`config.mk`:
```
export PLATFORM = sky130hd
export DESIGN_NAME = t2co_timer
export DESIGN_NICKNAME = d
export VERILOG_FILES = /design/src/t2co_pkg.sv /design/src/t2co_timer.sv
export SDC_FILE = /design/constraint.sdc
export NUM_CORES = 1
export LEC_CHECK = 0
export BUFFER_PORTS_ARGS = -buffer_cell sky130_fd_sc_hd__buf_4
export CORE_UTILIZATION = 31
export CTS_CLUSTER_SIZE = 10
export DETAILED_ROUTE_END_ITERATION = 8
export SETUP_SLACK_MARGIN = 0.5
export SLEW_MARGIN = 20
export SYNTH_ARGS = -nofsm -noshare
export SYNTH_HDL_FRONTEND = slang
export SYNTH_SLANG_ARGS = --single-unit
export TNS_END_PERCENT = 20
```
`constraint.sdc`:
```
create_clock -name pclk -period 2.9 [get_ports pclk]
set_input_delay 0 -clock pclk [delete_from_list [all_inputs] [get_ports pclk]]
set_output_delay 0 -clock pclk [all_outputs]
set_load 0.03 [all_outputs]
```
`src/t2co_pkg.sv`:
```
// Purpose: Constants for the timer-two clock-out and control block
// Assumes: APB data is 32 bits; each register uses one aligned word
// Notes:   Register indices are multiplied by four to give byte addresses
package t2co_pkg;

	// ----------------------------------------------------------------
	// Register indices, address width and reset value
	// ----------------------------------------------------------------
	localparam int         T2CO_ADDR_W        = 12;
	localparam logic [7:0] T2CO_IDX_CONTROL   = 8'hc8;
	localparam logic [7:0] T2CO_IDX_MODE      = 8'hc9;
	localparam logic [7:0] T2CO_IDX_MODE_ONE  = 8'h93;
	localparam logic [7:0] T2CO_IDX_RELOAD_LO = 8'hca;
	localparam logic [7:0] T2CO_IDX_RELOAD_HI = 8'hcb;
	localparam logic [7:0] T2CO_IDX_COUNT_LO  = 8'hcc;
	localparam logic [7:0] T2CO_IDX_COUNT_HI  = 8'hcd;
	localparam logic [7:0] T2CO_RESET_VAL     = 8'h00;

	// ----------------------------------------------------------------
	// Control register fields
	// ----------------------------------------------------------------
	localparam int C_OVF_FLAG  = 7;
	localparam int C_EXT_FLAG  = 6;
	localparam int C_ALIAS_HI  = 5;
	localparam int C_ALIAS_LO  = 4;
	localparam int C_FALL_EN   = 3;
	localparam int C_RUN       = 2;
	localparam int C_CS0       = 1;
	localparam int C_CAP_SEL   = 0;

	// ----------------------------------------------------------------
	// Mode register fields
	// ----------------------------------------------------------------
	localparam int M_SPLIT     = 7;
	localparam int M_ALIAS     = 6;
	localparam int M_RISE_EN   = 5;
	localparam int M_CS1       = 4;
	localparam int M_LOW_RUN   = 3;
	localparam int M_AUTOCLR   = 2;
	localparam int M_CLKOUT_EN = 1;
	localparam int M_MS0       = 0;

	// ----------------------------------------------------------------
	// Mode-one register fields
	// ----------------------------------------------------------------
	localparam int O_LCS1      = 7;
	localparam int O_OVF_IGN   = 6;
	localparam int O_ALIAS_SEL = 5;
	localparam int O_CS2       = 4;
	localparam int O_MS1       = 3;

	// ----------------------------------------------------------------
	// Timer modes {mode bit 1, capture/reload select, mode bit 0}
	// ----------------------------------------------------------------
	localparam logic [2:0] T2CO_MODE_AR_EXT   = 3'h0;
	localparam logic [2:0] T2CO_MODE_AR_TRIG  = 3'h1;
	localparam logic [2:0] T2CO_MODE_CAPTURE  = 3'h2;
	localparam logic [2:0] T2CO_MODE_CAP_ZERO = 3'h3;
	localparam logic [2:0] T2CO_MODE_DUTY     = 3'h6;

	// ----------------------------------------------------------------
	// Count source codes
	// ----------------------------------------------------------------
	localparam logic [2:0] SRC_DIV12   = 3'h0;
	localparam logic [2:0] SRC_PIN     = 3'h1;
	localparam logic [2:0] SRC_SYSTEM_CLOCK  = 3'h2;
	localparam logic [2:0] SRC_INT0    = 3'h3;
	localparam logic [2:0] SRC_BAUD    = 3'h4;
	localparam logic [2:0] SRC_T0      = 3'h5;
	localparam logic [2:0] SRC_COMP    = 3'h6;
	localparam logic [2:0] SRC_KEYPAD  = 3'h7;
	localparam logic [1:0] LSRC_DIV12  = 2'h0;
	localparam logic [1:0] LSRC_SYSTEM_CLOCK = 2'h1;
	localparam logic [1:0] LSRC_BAUD   = 2'h2;
	localparam logic [1:0] LSRC_INT0   = 2'h3;

	// ----------------------------------------------------------------
	// Prescaler
	// ----------------------------------------------------------------
	localparam logic [3:0] T2CO_DIV12_LAST = 4'hb;

endpackage

```
`src/t2co_timer.sv`:
```
// Purpose: Timer two with auto-reload, split mode, clock output and baud ticks
// Assumes: All inputs synchronous to pclk; event inputs are one-cycle pulses
// Notes:   APB slave answers with zero wait states; unmapped addresses error
//
// Summary of operation
// - Capture select 0 and clock-out enable 1 give a 50% square wave.
// - Counter counts selected clock; full overflow reloads both count bytes.
// - Each full or high-byte overflow sets overflow flag outside baud mode; ignore bit blocks its interrupt.
// - Baud ticks and clock output share the same overflow rate.
// - Split mode clock output toggles on low-byte overflow, half its rate.
// - Split mode low counter reloads from low reload byte on overflow.
// - Low overflow sets sticky low flag; requests interrupt when enabled.
// - Overflow flag set by overflow, not while a baud select is set.
// - Enabled trigger edge sets sticky external flag, requests interrupt.
// - Alias select swaps control bits 5,4 and mode bit 6 meanings.
// - Baud select bits route overflow pulses to serial receive/transmit.
// - Trigger edge captures or reloads, unless timer clocks serial port.
// - Run bit starts counter; in split mode low-run bit drives low byte.
// - Three select bits choose the count source of the counter.
// - Two low select bits choose the low counter source in split mode.
// - Split enable makes two 8-bit timers; split with mode 6 halts.
// - Invert bit inverts trigger input before edge detection.
// - Auto-clear drops low-run on high overflow or trigger edge per mode.
// - Clock-out enable gates the clock output pin.
// - Overflow-ignore 1 suppresses overflow interrupt; 0 is default.
`timescale 1ns/100ps

module t2co_timer
	import t2co_pkg::*;
(
	// Clock and reset
	input  wire logic                   pclk,
	input  wire logic                   presetn,
	// APB slave
	input  wire logic                   psel,
	input  wire logic                   penable,
	input  wire logic                   pwrite,
	input  wire logic [T2CO_ADDR_W-1:0] paddr,
	input  wire logic [31:0]            pwdata,
	output logic      [31:0]            prdata,
	output logic                        pready,
	output logic                        pslverr,
	// Count and trigger inputs
	input  wire logic                   count_pin,
	input  wire logic                   trigger_pin,
	input  wire logic                   ext_int_zero_event,
	input  wire logic                   serial_baud_overflow,
	input  wire logic                   timer_zero_overflow,
	input  wire logic                   comparator_event,
	input  wire logic                   keypad_event,
	// Outputs to the system
	output logic                        clock_output_pin,
	output logic                        clock_output_oe,
	output logic                        timer_irq,
	output logic                        rx_baud_tick,
	output logic                        tx_baud_tick,
	output logic                        low_byte_overflow_event
);

	// ----------------------------------------------------------------
	// Register fields
	// ----------------------------------------------------------------
	logic       overflow_flag_reg;
	logic       external_edge_flag_reg;
	logic       rx_baud_select_reg;
	logic       tx_baud_select_reg;
	logic       low_byte_overflow_flag_reg;
	logic       low_byte_irq_enable_reg;
	logic       falling_edge_enable_reg;
	logic       run_control_reg;
	logic       clock_select_bit0_reg;
	logic       capture_reload_select_reg;
	logic       split_enable_reg;
	logic       low_clock_select_bit0_reg;
	logic       trigger_input_invert_reg;
	logic       rising_edge_enable_reg;
	logic       clock_select_bit1_reg;
	logic       low_run_control_reg;
	logic       low_run_autoclear_reg;
	logic       clock_out_enable_reg;
	logic       mode_select_bit0_reg;
	logic       low_clock_select_bit1_reg;
	logic       overflow_irq_ignore_reg;
	logic       alias_select_reg;
	logic       clock_select_bit2_reg;
	logic       mode_select_bit1_reg;
	logic [2:0] capture_source_reg;
	logic [7:0] count_low_byte_reg;
	logic [7:0] count_high_byte_reg;
	logic [7:0] reload_low_byte_reg;
	logic [7:0] reload_high_byte_reg;
	logic       clk_out_reg;
	logic [3:0] presc_reg;
	logic       count_pin_prev_reg;
	logic       trigger_prev_reg;
	logic [31:0] prdata_reg;

	// ----------------------------------------------------------------
	// APB decode
	// ----------------------------------------------------------------
	logic [7:0] idx;
	logic       aligned;
	logic       hit;
	logic       wr;
	logic [7:0] wd;
	logic       wr_ctrl;
	logic       wr_mode;
	logic       wr_mode1;
	logic       wr_rl_lo;
	logic       wr_rl_hi;
	logic       wr_cnt_lo;
	logic       wr_cnt_hi;
	logic [7:0] rd_data;

	assign idx     = paddr[9:2];
	assign aligned = (paddr[1:0] == 2'h0) && (paddr[T2CO_ADDR_W-1:10] == 2'h0);
	assign hit     = aligned && (idx == T2CO_IDX_CONTROL || idx == T2CO_IDX_MODE ||
		idx == T2CO_IDX_MODE_ONE || idx == T2CO_IDX_RELOAD_LO ||
		idx == T2CO_IDX_RELOAD_HI || idx == T2CO_IDX_COUNT_LO ||
		idx == T2CO_IDX_COUNT_HI);
	assign wr        = psel && penable && pwrite && hit;
	assign wd        = pwdata[7:0];
	assign wr_ctrl   = wr && (idx == T2CO_IDX_CONTROL);
	assign wr_mode   = wr && (idx == T2CO_IDX_MODE);
	assign wr_mode1  = wr && (idx == T2CO_IDX_MODE_ONE);
	assign wr_rl_lo  = wr && (idx == T2CO_IDX_RELOAD_LO);
	assign wr_rl_hi  = wr && (idx == T2CO_IDX_RELOAD_HI);
	assign wr_cnt_lo = wr && (idx == T2CO_IDX_COUNT_LO);
	assign wr_cnt_hi = wr && (idx == T2CO_IDX_COUNT_HI);
	assign pready    = 1'b1;
	assign pslverr   = psel && penable && !hit;
	assign prdata    = prdata_reg;

	// Alias-dependent views of control bits 5,4 and mode bit 6
	always_comb begin
		rd_data = T2CO_RESET_VAL;
		unique case (idx)
			T2CO_IDX_CONTROL: rd_data = {overflow_flag_reg, external_edge_flag_reg,
				alias_select_reg ? low_byte_overflow_flag_reg : rx_baud_select_reg,
				alias_select_reg ? low_byte_irq_enable_reg : tx_baud_select_reg,
				falling_edge_enable_reg, run_control_reg, clock_select_bit0_reg,
				capture_reload_select_reg};
			T2CO_IDX_MODE: rd_data = {split_enable_reg,
				alias_select_reg ? trigger_input_invert_reg : low_clock_select_bit0_reg,
				rising_edge_enable_reg, clock_select_bit1_reg, low_run_control_reg,
				low_run_autoclear_reg, clock_out_enable_reg, mode_select_bit0_reg};
			T2CO_IDX_MODE_ONE: rd_data = {low_clock_select_bit1_reg, overflow_irq_ignore_reg,
				alias_select_reg, clock_select_bit2_reg, mode_select_bit1_reg,
				capture_source_reg};
			T2CO_IDX_RELOAD_LO: rd_data = reload_low_byte_reg;
			T2CO_IDX_RELOAD_HI: rd_data = reload_high_byte_reg;
			T2CO_IDX_COUNT_LO:  rd_data = count_low_byte_reg;
			T2CO_IDX_COUNT_HI:  rd_data = count_high_byte_reg;
			default:            rd_data = T2CO_RESET_VAL;
		endcase
		if (!aligned) begin
			rd_data = T2CO_RESET_VAL;
		end
	end

	// Read data captured in the setup phase, held through the access phase
	always_ff @(posedge pclk or negedge presetn) begin
		if (!presetn) begin
			prdata_reg <= 32'h0000_0000;
		end else if (psel && !penable && !pwrite) begin
			prdata_reg <= {24'h00_0000, rd_data};
		end
	end

	// ----------------------------------------------------------------
	// Prescaler and input edges
	// ----------------------------------------------------------------
	logic       div12_tick;
	logic       div2_tick;
	logic       pin_tick;
	logic       trig_now;
	logic       trig_fall;
	logic       trig_rise;
	logic       edge_evt;
	logic       baud_mode;
	logic [2:0] timer_mode;
	logic       halted;

	always_ff @(posedge pclk or negedge presetn) begin
		if (!presetn) begin
			presc_reg <= 4'h0;
		end else if (presc_reg == T2CO_DIV12_LAST) begin
			presc_reg <= 4'h0;
		end else begin
			presc_reg <= presc_reg + 4'h1;
		end
	end

	always_ff @(posedge pclk or negedge presetn) begin
		if (!presetn) begin
			count_pin_prev_reg <= 1'b0;
			trigger_prev_reg   <= 1'b0;
		end else begin
			count_pin_prev_reg <= count_pin;
			trigger_prev_reg   <= trig_now;
		end
	end

	assign div12_tick = (presc_reg == T2CO_DIV12_LAST);
	assign div2_tick  = presc_reg[0];
	assign pin_tick   = count_pin_prev_reg && !count_pin;
	assign trig_now   = trigger_pin ^ trigger_input_invert_reg;
	assign trig_fall  = trigger_prev_reg && !trig_now;
	assign trig_rise  = !trigger_prev_reg && trig_now;
	assign edge_evt   = (trig_fall && falling_edge_enable_reg) ||
		(trig_rise && rising_edge_enable_reg);
	assign baud_mode  = rx_baud_select_reg || tx_baud_select_reg;
	assign timer_mode = {mode_select_bit1_reg, capture_reload_select_reg, mode_select_bit0_reg};
	assign halted     = split_enable_reg && (timer_mode == T2CO_MODE_DUTY);

	// ----------------------------------------------------------------
	// Count sources
	// ----------------------------------------------------------------
	logic       src_tick;
	logic       low_tick;
	logic       low_ovf;
	logic       high_ovf;
	logic       full_ovf;
	logic       timer_ovf;
	logic       do_reload;
	logic       do_capture;
	logic       do_zero;

	always_comb begin
		src_tick = 1'b0;
		unique case ({clock_select_bit2_reg, clock_select_bit1_reg, clock_select_bit0_reg})
			SRC_DIV12:  src_tick = baud_mode ? div2_tick : div12_tick;
			SRC_PIN:    src_tick = pin_tick;
			SRC_SYSTEM_CLOCK: src_tick = 1'b1;
			SRC_INT0:   src_tick = split_enable_reg ? low_ovf : ext_int_zero_event;
			SRC_BAUD:   src_tick = serial_baud_overflow;
			SRC_T0:     src_tick = timer_zero_overflow;
			SRC_COMP:   src_tick = comparator_event;
			SRC_KEYPAD: src_tick = keypad_event;
		endcase
	end

	always_comb begin
		low_tick = 1'b0;
		unique case ({low_clock_select_bit1_reg, low_clock_select_bit0_reg})
			LSRC_DIV12:  low_tick = div12_tick;
			LSRC_SYSTEM_CLOCK: low_tick = 1'b1;
			LSRC_BAUD:   low_tick = serial_baud_overflow;
			LSRC_INT0:   low_tick = ext_int_zero_event;
		endcase
	end

	assign low_ovf   = split_enable_reg && !halted && low_run_control_reg && low_tick &&
		(count_low_byte_reg == 8'hff);
	assign high_ovf  = split_enable_reg && !halted && run_control_reg && src_tick &&
		(count_high_byte_reg == 8'hff);
	assign full_ovf  = !split_enable_reg && run_control_reg && src_tick &&
		({count_high_byte_reg, count_low_byte_reg} == 16'hffff);
	assign timer_ovf = full_ovf || high_ovf;

	// Trigger actions; none while the timer clocks the serial port
	assign do_reload  = edge_evt && !baud_mode && (timer_mode == T2CO_MODE_AR_TRIG);
	assign do_capture = edge_evt && !baud_mode && (timer_mode == T2CO_MODE_CAPTURE ||
		timer_mode == T2CO_MODE_CAP_ZERO || timer_mode == T2CO_MODE_DUTY);
	assign do_zero    = do_capture && (timer_mode == T2CO_MODE_CAP_ZERO);

	// ----------------------------------------------------------------
	// Counter bytes
	// ----------------------------------------------------------------
	always_ff @(posedge pclk or negedge presetn) begin
		if (!presetn) begin
			count_low_byte_reg <= T2CO_RESET_VAL;
		end else if (wr_cnt_lo) begin
			count_low_byte_reg <= wd;
		end else if (do_zero) begin
			count_low_byte_reg <= 8'h00;
		end else if (split_enable_reg) begin
			if (low_ovf) begin
				count_low_byte_reg <= reload_low_byte_reg;
			end else if (low_run_control_reg && low_tick && !halted) begin
				count_low_byte_reg <= count_low_byte_reg + 8'h01;
			end
		end else if (full_ovf || do_reload) begin
			count_low_byte_reg <= reload_low_byte_reg;
		end else if (run_control_reg && src_tick) begin
			count_low_byte_reg <= count_low_byte_reg + 8'h01;
		end
	end

	always_ff @(posedge pclk or negedge presetn) begin
		if (!presetn) begin
			count_high_byte_reg <= T2CO_RESET_VAL;
		end else if (wr_cnt_hi) begin
			count_high_byte_reg <= wd;
		end else if (do_zero) begin
			count_high_byte_reg <= 8'h00;
		end else if (full_ovf || high_ovf || do_reload) begin
			count_high_byte_reg <= reload_high_byte_reg;
		end else if (run_control_reg && src_tick && !halted) begin
			if (split_enable_reg || count_low_byte_reg == 8'hff) begin
				count_high_byte_reg <= count_high_byte_reg + 8'h01;
			end
		end
	end

	always_ff @(posedge pclk or negedge presetn) begin
		if (!presetn) begin
			reload_low_byte_reg  <= T2CO_RESET_VAL;
			reload_high_byte_reg <= T2CO_RESET_VAL;
		end else begin
			if (do_capture) begin
				reload_low_byte_reg  <= count_low_byte_reg;
				reload_high_byte_reg <= count_high_byte_reg;
			end
			if (wr_rl_lo) begin
				reload_low_byte_reg <= wd;
			end
			if (wr_rl_hi) begin
				reload_high_byte_reg <= wd;
			end
		end
	end

	// ----------------------------------------------------------------
	// Control register; hardware set wins over a software clear
	// ----------------------------------------------------------------
	always_ff @(posedge pclk or negedge presetn) begin
		if (!presetn) begin
			overflow_flag_reg          <= 1'b0;
			external_edge_flag_reg     <= 1'b0;
			rx_baud_select_reg         <= 1'b0;
			tx_baud_select_reg         <= 1'b0;
			low_byte_overflow_flag_reg <= 1'b0;
			low_byte_irq_enable_reg    <= 1'b0;
			falling_edge_enable_reg    <= 1'b0;
			run_control_reg            <= 1'b0;
			clock_select_bit0_reg      <= 1'b0;
			capture_reload_select_reg  <= 1'b0;
		end else begin
			if (wr_ctrl) begin
				overflow_flag_reg         <= wd[C_OVF_FLAG];
				external_edge_flag_reg    <= wd[C_EXT_FLAG];
				falling_edge_enable_reg   <= wd[C_FALL_EN];
				run_control_reg           <= wd[C_RUN];
				clock_select_bit0_reg     <= wd[C_CS0];
				capture_reload_select_reg <= wd[C_CAP_SEL];
				if (alias_select_reg) begin
					low_byte_overflow_flag_reg <= wd[C_ALIAS_HI];
					low_byte_irq_enable_reg    <= wd[C_ALIAS_LO];
				end else begin
					rx_baud_select_reg <= wd[C_ALIAS_HI];
					tx_baud_select_reg <= wd[C_ALIAS_LO];
				end
			end
			if (timer_ovf && !baud_mode) begin
				overflow_flag_reg <= 1'b1;
			end
			if (edge_evt) begin
				external_edge_flag_reg <= 1'b1;
			end
			if (low_ovf) begin
				low_byte_overflow_flag_reg <= 1'b1;
			end
		end
	end

	// ----------------------------------------------------------------
	// Mode and mode-one registers
	// ----------------------------------------------------------------
	logic low_run_clear;

	// Auto-clear on high overflow in modes 0/1, on enabled trigger edge in modes 2/3
	assign low_run_clear = low_run_autoclear_reg &&
		((high_ovf && (timer_mode == T2CO_MODE_AR_EXT || timer_mode == T2CO_MODE_AR_TRIG)) ||
		(edge_evt && (timer_mode == T2CO_MODE_CAPTURE ||
		timer_mode == T2CO_MODE_CAP_ZERO)));

	always_ff @(posedge pclk or negedge presetn) begin
		if (!presetn) begin
			split_enable_reg          <= 1'b0;
			low_clock_select_bit0_reg <= 1'b0;
			trigger_input_invert_reg  <= 1'b0;
			rising_edge_enable_reg    <= 1'b0;
			clock_select_bit1_reg     <= 1'b0;
			low_run_control_reg       <= 1'b0;
			low_run_autoclear_reg     <= 1'b0;
			clock_out_enable_reg      <= 1'b0;
			mode_select_bit0_reg      <= 1'b0;
		end else if (wr_mode) begin
			split_enable_reg       <= wd[M_SPLIT];
			rising_edge_enable_reg <= wd[M_RISE_EN];
			clock_select_bit1_reg  <= wd[M_CS1];
			low_run_control_reg    <= wd[M_LOW_RUN];
			low_run_autoclear_reg  <= wd[M_AUTOCLR];
			clock_out_enable_reg   <= wd[M_CLKOUT_EN];
			mode_select_bit0_reg   <= wd[M_MS0];
			if (alias_select_reg) begin
				trigger_input_invert_reg <= wd[M_ALIAS];
			end else begin
				low_clock_select_bit0_reg <= wd[M_ALIAS];
			end
		end else if (low_run_clear) begin
			low_run_control_reg <= 1'b0;
		end
	end

	always_ff @(posedge pclk or negedge presetn) begin
		if (!presetn) begin
			low_clock_select_bit1_reg <= 1'b0;
			overflow_irq_ignore_reg   <= 1'b0;
			alias_select_reg          <= 1'b0;
			clock_select_bit2_reg     <= 1'b0;
			mode_select_bit1_reg      <= 1'b0;
			capture_source_reg        <= 3'h0;
		end else if (wr_mode1) begin
			low_clock_select_bit1_reg <= wd[O_LCS1];
			overflow_irq_ignore_reg   <= wd[O_OVF_IGN];
			alias_select_reg          <= wd[O_ALIAS_SEL];
			clock_select_bit2_reg     <= wd[O_CS2];
			mode_select_bit1_reg      <= wd[O_MS1];
			capture_source_reg        <= wd[2:0];
		end
	end

	// ----------------------------------------------------------------
	// Clock output, baud ticks and interrupt request
	// ----------------------------------------------------------------
	logic clk_out_step;

	assign clk_out_step = !capture_reload_select_reg && clock_out_enable_reg &&
		(split_enable_reg ? low_ovf : full_ovf);

	always_ff @(posedge pclk or negedge presetn) begin
		if (!presetn) begin
			clk_out_reg <= 1'b0;
		end else if (clk_out_step) begin
			clk_out_reg <= !clk_out_reg;
		end
	end

	assign clock_output_pin        = clk_out_reg && clock_out_enable_reg;
	assign clock_output_oe         = clock_out_enable_reg && !capture_reload_select_reg;
	assign rx_baud_tick            = rx_baud_select_reg &&
		(split_enable_reg ? low_ovf : full_ovf);
	assign tx_baud_tick            = tx_baud_select_reg &&
		(split_enable_reg ? low_ovf : full_ovf);
	assign low_byte_overflow_event = low_ovf;
	assign timer_irq = (overflow_flag_reg && !overflow_irq_ignore_reg) ||
		external_edge_flag_reg ||
		(low_byte_overflow_flag_reg && low_byte_irq_enable_reg);

endmodule

```
==> key figures, run 1 <==
Worst setup path
  • Critical Path AT: 2.42 ns
  • Max stage delay cell, worst path: dfrtp_2
  • Crit start category: flip-flop
  • CP Buf/Inv Count: 1
  • Worst path max stage delay: 0.44 ns
  • R2r setup slk: 0.54 ns
  • Dominant delay contributor by cell family on the critical path: simple AND/OR/NAND/NOR gates
  • Reg2reg path depth: 9
  • Crit path cell chain: ha_2 -> nand3_1 -> nor2_2 -> nand3_2 -> or3_4 -> a21oi_4 -> and2_4 -> buf_6
  • Crit path kind: reg -> out
  • Critical path capture point type: primary output
  • Crit path max fanout: 6
  • Reg2Reg Launch Point: presc_reg[0]
  • Reg2reg end: count_low_byte_reg[4]
  • WP data required: 2.90 ns

GRT
  • Initial antenna violation count: 0
  • Global-route wire length before repair: 21900 µm
  • Met3 Usage GRT: 0.0404
  • Total gr overflow: 0
  • Vias in the first global route: 3897
  • Pin count of the biggest net entering global routing: 75
  • Global-route usage over all layers: 0.180
  • Gr busiest metal: met2
  • Met2 Use GR: 0.287
  • GRT met1 Usage: 0.234

STA
  • RSZ-0062 raised after global routing: yes
  • Layout Skew: 0.00529 ns
  • Final hold violations: 0
  • Slew margin rel.: 0.371
  • Setup TNS: 0 ns
  • Max Freq: 413 MHz
  • Final min period: 2.42 ns
  • Worst-Margin Slew: 0.944 ns
  • Final period utilization: 0.836
  • Final setup fails: 0
  • Final Slew Violations: 0

Logic synthesis
  • Yosys warning total: 0
  • Syn Area/Cell: 9.38 µm²
  • Number of synthesized flops with an enable pin: 0
  • Synth Register Bits: 74
  • Ys flop type: dfrtp_1
  • Gate Count Post-Synth: 509
  • Asr flop ratio synth: 1.00
  • Netlist cell types: 72
  • Mapped Area: 4770 µm²
  • Seq/Total Area, Yosys: 0.388

Finish
  • Ratio of cells with drive above 1 in the final layout: 0.248
  • Non-Filler Instances: 756
  • Finished Core Util: 0.387
  • Ant. Diodes: 0
  • Area Growth Syn to Fin: 19.7%
  • Most frequent cells in the layout: nand2_1 (74), dfrtp_1 (71), buf_4 (62)
  • Nets: 627
  • Final Cell Area: 5710 µm²
  • Most common cell after layout, fill and taps aside: nand2_1

Placement
  • Post-DP Area: 5150 µm²
  • # port buffers: 46
  • Cells after DPL: 720
  • RePlAce Congestion: 0.928
  • Post-DP HPWL: 10200 µm

Pwr
  • PwrDens: 404 nW/µm²
  • Static Leak: 0.00249 µW
  • Peak VDD IR: 0.000275 V

Clocking
  • Clock sinks: 74
  • Max H-tree Level: 3
  • Clock Latency Late Sink: 0.34 ns
  • CTS Buf Count: 9
  • Root Buffer: clkbuf_16
  • CTS tree: built
  • Clock transition at path regs: 0.06 ns
  • Bufs on Longest Clock Path: 2

Floorplan
  • Die X-Extent: 126 µm
  • Die H: 126 µm
  • Core area: 14800 µm²
  • DIE AREA: 15900 µm²
  • # IOs: 96
  • Initial core utilization: 0.324
  • Number of placement rows: 44

Route
  • Drt via density: 5.50
  • Via count: 4158
  • Post-route ant nets: 0
  • WL/cell: 18.7 µm
  • Initial drt markers: 525
  • Routed wire length: 14200 µm
  • First drt pass iteration count: 9
  • Residual DRC: 0

Min path
  • Hold EP: prdata[5]
  • Hold depth: 4
  • Hold Startpoint: penable
  • HP Class: in -> reg

Outcome
  • Status: finished, final reports clean

Flow run
  • Max-cap viol count: 0
tightest hold or removal path, stage by stage:
cell and delay (ns):
buf_4 0.09, or3b_2 0.21, nand2_1 0.07, o21ai_0 0.06
layer usage:
metal	part of all wire	wire, µm
met1	0.42	5950
met2	0.47	6720
met3	0.072	1020
met4	0.033	474
met5	0	0
worst max path at each step:
stage	from	to	slack, ns	depth (start not counted)
after floorplan	presc_reg[0]	count_low_byte_reg[4]	0.87	9
after global placement	presc_reg[0]	count_high_byte_reg[0]	0.41	8
after detailed placement	presc_reg[0]	count_high_byte_reg[0]	0.34	8
after CTS	clock_select_bit1_reg	rx_baud_tick	0.51	7
after global routing	count_high_byte_reg[0]	tx_baud_tick	0.40	8
final	count_high_byte_reg[0]	rx_baud_tick	0.48	8
repair_timing:
item / in CTS / in global routing
cloned: 0 / 1
pin swaps: 2 / 7
resized for setup: 14 / 9
endpoints found under the setup margin: 14 / 13
hold buffers: 11 / 0
hold endpoints to repair: 100 / 0
setup buffers: 2 / 7
cells in the mapped netlist (all sizes together) (6+ instances only):
| cell type | n | area [µm²] |
|---|---|---|
| a22oi | 13 | 97.6 |
| and2 | 11 | 68.8 |
| mux2 | 23 | 259 |
| nand3 | 26 | 130 |
| a222oi | 10 | 100 |
| inv | 6 | 22.5 |
| mux2i | 28 | 280 |
| xnor2 | 8 | 70.1 |
| o21ai | 47 | 235 |
| buf | 48 | 342 |
| nor2 | 21 | 86.3 |
| a21oi | 18 | 97.6 |
| nand2 | 74 | 278 |
| nand2b | 8 | 57.6 |
| nor3 | 11 | 87.6 |
| dfrtp | 74 | 1850 |
| and3 | 7 | 43.8 |
area by class of cell:
type,instances,area (µm²)
fillers,1480,9040
multi-input cells,402,2710
flip-flops and latches,74,1860
repair buffers,75,598
clock buffers,10,239
well taps,184,230
clock inverters,5,55.1
inverters,6,22.5
power breakdown:
part           total, µW  internal (µW)  switching, µW
combinational        161           49.5            112
sequential          1040           1030           1.24
clock               1110            681            431
per-stage QoR:
step	setup slack (ns)	total power, µW	hold slack [ns]
CTS	0.509	2330	0.115
detailed placement	0.342	1210	0.119
floorplan	0.871	1150	-0.296
global route	0.400	2380	0.147
global placement	0.410	1200	0.119
finish	0.476	2310	0.120
cells by family (layout without fill, tap and decap cells):
logic type | after synthesis | after routing | share of synthesized area
compound gates | 117 | 118 | 0.163
xor+xnor | 13 | 13 | 0.0254
fa+ha+maj | 3 | 3 | 0.00786
buf+inv | 57 | 96 | 0.0789
flops | 74 | 74 | 0.388
mux | 52 | 52 | 0.118
other cells | 2 | 25 | 0.00157
simple gates | 191 | 191 | 0.217
Power figures use the tool's default switching activity.
==> run 2: changes to the inputs <==
Clock period 2.9 ns to 2.3 ns, I/O delays scaled along.
==> run 2 against run 1 <==
Effect of this change: the run now ends with negative setup slack left; die area unchanged; combinational power increased by 28%; largest cell class unchanged; critical path depth grew 1; sequential share of layout area shrank 2.2 points; largest power group unchanged.
==> key figures, run 2 (synthesis results as in run 1) <==
Route
  • First drt pass iteration count: 7 (-2)
  • WL/cell: 18.7 µm (about the same)
  • Via count: 4320 (+3.9%)
  • Residual DRC: 0 (unchanged)
  • Routed wire length: 15000 µm (+5.8%)
  • Post-route ant nets: 0 (unchanged)
  • Routed length on met3: 982 µm (-3.9%)
  • Post-Route M1 WL: 6370 µm (+7.1%)
  • Highest metal used: met4
  • Drt via density: 5.40 (-1.8%)
  • Met2 wire length: 7020 µm (+4.4%)
  • Initial drt markers: 376 (-28%)

Worst setup path
  • Crit path kind: reg -> out
  • WP data required: 2.30 ns (-0.60 ns)
  • Crit start category: flip-flop
  • Critical Path AT: 2.42 ns (about the same)
  • Reg2reg path depth: 10 (+1)
  • Reg2Reg Launch Point: clock_select_bit0_reg
  • Reg2reg end: count_low_byte_reg[5]
  • Critical path capture point type: primary output
  • Crit path max fanout: 8 (+2)
  • R2r setup slk: -0.03 ns (-0.57 ns)

Clocking
  • Root Buffer: clkbuf_16
  • Clock sinks: 74 (unchanged)
  • Max H-tree Level: 3 (unchanged)
  • Clock Latency Late Sink: 0.35 ns (about the same)
  • CTS tree: built
  • Clock transition at path regs: 0.05 ns (about the same)
  • Bufs on Longest Clock Path: 2 (unchanged)
  • CTS Buf Count: 9 (unchanged)

STA
  • RSZ-0062 raised after global routing: yes
  • Final min period: 2.42 ns
  • Final setup fails: 6 (+6)
  • Min Hold Slack: 0.112 ns (-0.00787 ns)
  • Setup TNS: -0.342 ns (-0.342 ns)
  • Slew margin rel.: 0.358 (-0.0131)
  • Final period utilization: 1.05
  • Worst-Margin Slew: 0.964 ns (+0.0197 ns)
  • Max Freq: 412 MHz
  • Layout Skew: 0.00851 ns (+0.00321 ns)
  • Final hold violations: 0 (unchanged)
  • Final setup margin: -0.124 ns (-0.600 ns)
  • Final Slew Violations: 0 (unchanged)

Outcome
  • Status: finished, violations left
  • Failing checks: negative setup slack

Finish
  • Most frequent cells in the layout: buf_4 (102), nand2_1 (73), dfrtp_1 (73)
  • Ratio of cells with drive above 1 in the final layout: 0.310 (+0.0618)
  • Nets: 672 (+7.2%)
  • Ant. Diodes: 0 (unchanged)
  • Most common cell after layout, fill and taps aside: buf_4
  • Area Growth Syn to Fin: 28.4%

GRT
  • Global-route wire length before repair: 23400 µm (+6.9%)
  • Initial antenna violation count: 0 (unchanged)
  • Global-route usage over all layers: 0.194 (+0.0139)
  • Vias in the first global route: 4180 (+7.3%)
  • Total gr overflow: 0 (unchanged)
  • Pin count of the biggest net entering global routing: 75 (unchanged)

Pwr
  • Sw Share: 0.240 (+0.00439)
  • NetSw: 691 µW (+27%)
  • Static Leak: 0.00278 µW (+12%)
  • Internal power: 2190 µW (+24%)
  • Clk network pwr share: 0.475 (-0.006)
  • Comb pwr share: 0.071 (about the same)
  • Part of the power in registers: 0.453 (+0.004)
  • Peak VDD IR: 0.000354 V (+29%)
  • PwrDens: 470 nW/µm² (+16%)

Floorplan
  • Die X-Extent: 126 µm (unchanged)
  • DIE AREA: 15900 µm² (unchanged)
  • # IOs: 96 (unchanged)
  • Core area: 14800 µm² (unchanged)
  • Initial core utilization: 0.324 (unchanged)
  • Number of placement rows: 44 (unchanged)
  • Die H: 126 µm (unchanged)

Min path
  • Hold EP: prdata[5]
  • Hold Startpoint: pwrite
  • HP Class: in -> reg
  • Hold depth: 4 (unchanged)

Flow run
  • Max-cap viol count: 0 (unchanged)

Placement
  • RePlAce Congestion: 0.871 (-6.1%)
  • # port buffers: 46 (unchanged)
  • DP Worst Slack: 0.0482 ns (-0.294 ns)
  • Post-DP HPWL: 11100 µm (+8.5%)
run 2: cell types whose count changed in the layout (fill, tap and decap cells not counted), moves of 3 or more:
cell / previous run / this run
buf_4: 62 / 102
o21ai_0: 39 / 17
o21ai_1: 6 / 28
buf_6: 2 / 7
mux2i_1: 28 / 23
mux2i_2: 0 / 3
run 2: what timing repair did:
item | CTS | global route
resized for setup | 18 | 36
endpoints found under the setup margin | 34 | 39
setup buffers | 9 | 3
pin swaps | 16 | 27
hold buffers | 11 | 0
endpoints found under the hold margin | 111 | 0
run 2: how the worst max path moves through the flow:
stage | start | endpoint | slack [ns] | depth (start not counted)
floorplan | presc_reg[0] | count_low_byte_reg[4] | 0.35 | 9
global placement | mode_select_bit1_reg | count_high_byte_reg[0] | 0.07 | 8
detailed placement | trigger_input_invert_reg | count_low_byte_reg[4] | 0.05 | 7
CTS | presc_reg[1] | tx_baud_tick | -0.17 | 10
global route | count_high_byte_reg[0] | tx_baud_tick | -0.22 | 9
finish | clock_select_bit0_reg | tx_baud_tick | -0.12 | 9
run 2: power groups by stage:
stage,logic [µW],clock network [µW],registers [µW]
after floorplan,120,0,1330
after global placement,190,0,1330
after detailed placement,191,0,1330
after CTS,207,1400,1310
after global routing,221,1460,1300
final,206,1370,1310
run 2: metal layers:
metal | vias up | GRT usage
li1 | 2027 | -
met1 | 2087 | 0.244
met2 | 167 | 0.305
met3 | 39 | 0.0450
met4 | 0 | 0.114
met5 | - | 0
run 2: worst max-delay path, stage by stage, from the launching register on:
cell	delay (ns)
dfrtp_1	0.48
and2_1	0.20
a221oi_2	0.26
o21ai_2	0.09
buf_4	0.15
or3_4	0.36
a21oi_2	0.16
buf_4	0.13
and2_4	0.13
buf_6	0.12
run 2: layout make-up:
type / instances / area [µm²]
fill: 1437 / 8620
multi-input combinational: 401 / 2780
sequential: 74 / 1850
timing repair buffer: 121 / 975
tap: 184 / 230
clock buffer: 10 / 229
clock inverter: 4 / 45.0
inverter: 6 / 22.5
run 2: per-stage QoR:
step	utilization	cell area [µm²]	power [µW]	std cells
after floorplan	-	4900	1450	532
after global placement	0.374	5520	1520	763
after detailed placement	0.374	5520	1520	763
after CTS	0.408	6020	2910	797
after global routing	0.415	6130	2990	800
final	0.415	6130	2880	800
==> run 3: changes to the inputs <==
Settings changed: CORE_UTILIZATION 31 to 56, PLACE_DENSITY set to 0.81.
==> run 3 against run 2 <==
Effect of this change: the flow still finishes with violations (negative setup slack); sequential power hardly changed; register-to-register slack worse by 0.04 ns; design area is 2.4% lower; utilization is 31 points higher; power is 9.3% lower; non-clock buffer count is 4 lower; routed wire length hardly changed; combinational power hardly changed; critical path depth stayed put; largest power group is now sequential cells.
==> key figures, run 3 (synthesis results as in run 1) <==
Finish
  • Nets: 668 (-0.60%)
  • Final Cell Area: 5980 µm² (-2.4%)
  • Non-Filler Instances: 719 (-10%)
  • Most common cell after layout, fill and taps aside: buf_4
  • Ratio of cells with drive above 1 in the final layout: 0.336 (+0.0254)
  • Area Growth Syn to Fin: 25.3%
  • Ant. Diodes: 0 (unchanged)
  • Most frequent cells in the layout: buf_4 (99), nand2_1 (71), dfrtp_1 (71)
  • Layout fillers: 592 (-59%)

Route
  • Post-route ant nets: 0 (unchanged)
  • Routed wire length: 15000 µm (about the same)
  • WL/cell: 20.9 µm (+11%)
  • Initial drt markers: 557 (+48%)
  • Drt via density: 6.24 (+16%)
  • First drt pass iteration count: 8 (+1)
  • Residual DRC: 0 (unchanged)
  • Via count: 4488 (+3.9%)

GRT
  • Pin count of the biggest net entering global routing: 75 (unchanged)
  • Initial antenna violation count: 0 (unchanged)
  • Total gr overflow: 0 (unchanged)
  • Vias in the first global route: 4357 (+4.2%)
  • Global-route usage over all layers: 0.354 (+0.160)
  • Global-route wire length before repair: 23300 µm (-0.65%)

STA
  • Setup TNS: -0.136 ns (+0.206 ns)
  • Slew margin rel.: 0.363 (+0.00529)
  • Max Freq: 422 MHz (+2.3%)
  • Final setup margin: -0.0701 ns (+0.0541 ns)
  • Final hold violations: 0 (unchanged)
  • Final Slew Violations: 0 (unchanged)
  • Layout Skew: 0.00966 ns (+0.00115 ns)
  • Worst-Margin Slew: 0.956 ns (-0.00793 ns)
  • Final min period: 2.37 ns (-0.0541 ns)
  • Final period utilization: 1.03 (-0.0235)
  • RSZ-0062 raised after global routing: yes
  • Final setup fails: 3 (-3)

Floorplan
  • DIE AREA: 8900 µm² (-44%)
  • Number of placement rows: 33 (-25%)
  • Die H: 94.3 µm (-25%)
  • Initial core utilization: 0.581 (+0.257)
  • Die X-Extent: 94.3 µm (-25%)
  • Core area: 8220 µm² (-44%)
  • # IOs: 96 (unchanged)

Worst setup path
  • Reg2reg end: count_low_byte_reg[2]
  • Critical Path AT: 2.61 ns (+0.19 ns)
  • R2r setup slk: -0.07 ns (-0.04 ns)
  • Reg2Reg Launch Point: clock_select_bit0_reg
  • Crit path max fanout: 8 (unchanged)
  • WP data required: 2.54 ns (+0.24 ns)
  • Critical path capture point type: flip-flop
  • Crit start category: flip-flop
  • Crit path kind: reg -> reg
  • Reg2reg path depth: 9 (-1)

Pwr
  • Static Leak: 0.00270 µW (-2.9%)
  • Peak VDD IR: 0.000335 V (-5.5%)
  • Design Power: 2610 µW (-9.3%)
  • PwrDens: 437 nW/µm² (-7.1%)

Clocking
  • Max H-tree Level: 3 (unchanged)
  • Clock sinks: 74 (unchanged)
  • Bufs on Longest Clock Path: 2 (unchanged)
  • CTS Buf Count: 9 (unchanged)
  • CTS tree: built
  • Root Buffer: clkbuf_8
  • Clock Latency Late Sink: 0.37 ns (+0.02 ns)
  • Clock transition at path regs: 0.09 ns (+0.04 ns)

Min path
  • Hold Startpoint: pwrite
  • Hold EP: prdata[0]
  • HP Class: in -> reg
  • Hold depth: 4 (unchanged)

Placement
  • Cells after DPL: 678 (-11%)
  • DP Worst Slack: 0.0521 ns (+0.00394 ns)
  • Post-DP HPWL: 10200 µm (-8.2%)
  • # port buffers: 46 (unchanged)
  • RePlAce Congestion: 0.964 (+11%)
  • Post-DP Area: 5360 µm² (-2.8%)

Outcome
  • Failing checks: negative setup slack
  • Status: finished, violations left

Flow run
  • Max-cap viol count: 0 (unchanged)
run 3: changes by cell type in the layout (fill, tap and decap cells not counted), moves of 3 or more:
cell,change
nand3_2,+3
buf_4,-3
clkinv_2,-3
o21ai_0,-3
nand3_1,-3
clkbuf_8,+10
clkbuf_16,-9
nand2_2,+3
and3_1,-3
run 3: worst max-delay path: stages (launching register included):
cell and delay [ns]:
dfrtp_2 0.50, and2_1 0.18, a221oi_2 0.28, o21ai_2 0.11, buf_4 0.17, buf_4 0.13, a21o_2 0.20, and3_2 0.27
a22oi_1 0.29, o21ai_2 0.12
run 3: cell type report:
cell class / instances / area (µm²) / area share
multi-input cells: 401 / 2820 / 0.472
flip-flops and latches: 74 / 1860 / 0.310
repair buffers: 117 / 941 / 0.157
clock buffers: 10 / 138 / 0.0230
well taps: 105 / 131 / 0.0220
clock inverters: 6 / 72.6 / 0.0121
inverters: 6 / 22.5 / 0.00376
run 3: metrics by stage:
stage | hold slack (ns) | util
6_report | 0.108 | 0.728
4_1_cts | 0.109 | 0.713
3_5_place_dp | 0.118 | 0.652
3_3_place_gp | 0.117 | 0.652
5_1_grt | 0.125 | 0.728
2_1_floorplan | -0.296 | -
run 3: worst max-delay path by stage:
stage	from	to	slack, ns	cells after the start
after detailed placement	trigger_input_invert_reg	count_low_byte_reg[5]	0.05	7
final	clock_select_bit0_reg	count_low_byte_reg[2]	-0.07	9
after CTS	presc_reg[0]	tx_baud_tick	-0.008	8
after global placement	clock_select_bit1_reg	count_high_byte_reg[0]	0.16	9
after global routing	presc_reg[0]	count_low_byte_reg[2]	-0.16	10
after floorplan	presc_reg[0]	count_low_byte_reg[4]	0.35	9
run 3: per-layer routing:
layer  global-route usage  up-vias  share of wire
met1                0.449     2139           0.38
met2                0.572      272           0.48
met3               0.0914       67          0.095
met5                    0        -              0
li1                     -     2010              -
met4                0.150        0          0.042
run 3: timing repair:
action / 4_1_cts / 5_1_grt
endpoints found under the setup margin: 39 / 39
pin swaps: 49 / 14
hold endpoints to repair: 113 / 0
resized for setup: 57 / 17
setup buffers: 7 / 7
hold buffers: 11 / 0
cloned: 0 / 0
run 3: where the power goes:
group	switching, µW	internal [µW]
logic	145	64.6
clock network	559	542
registers	1.11	1300
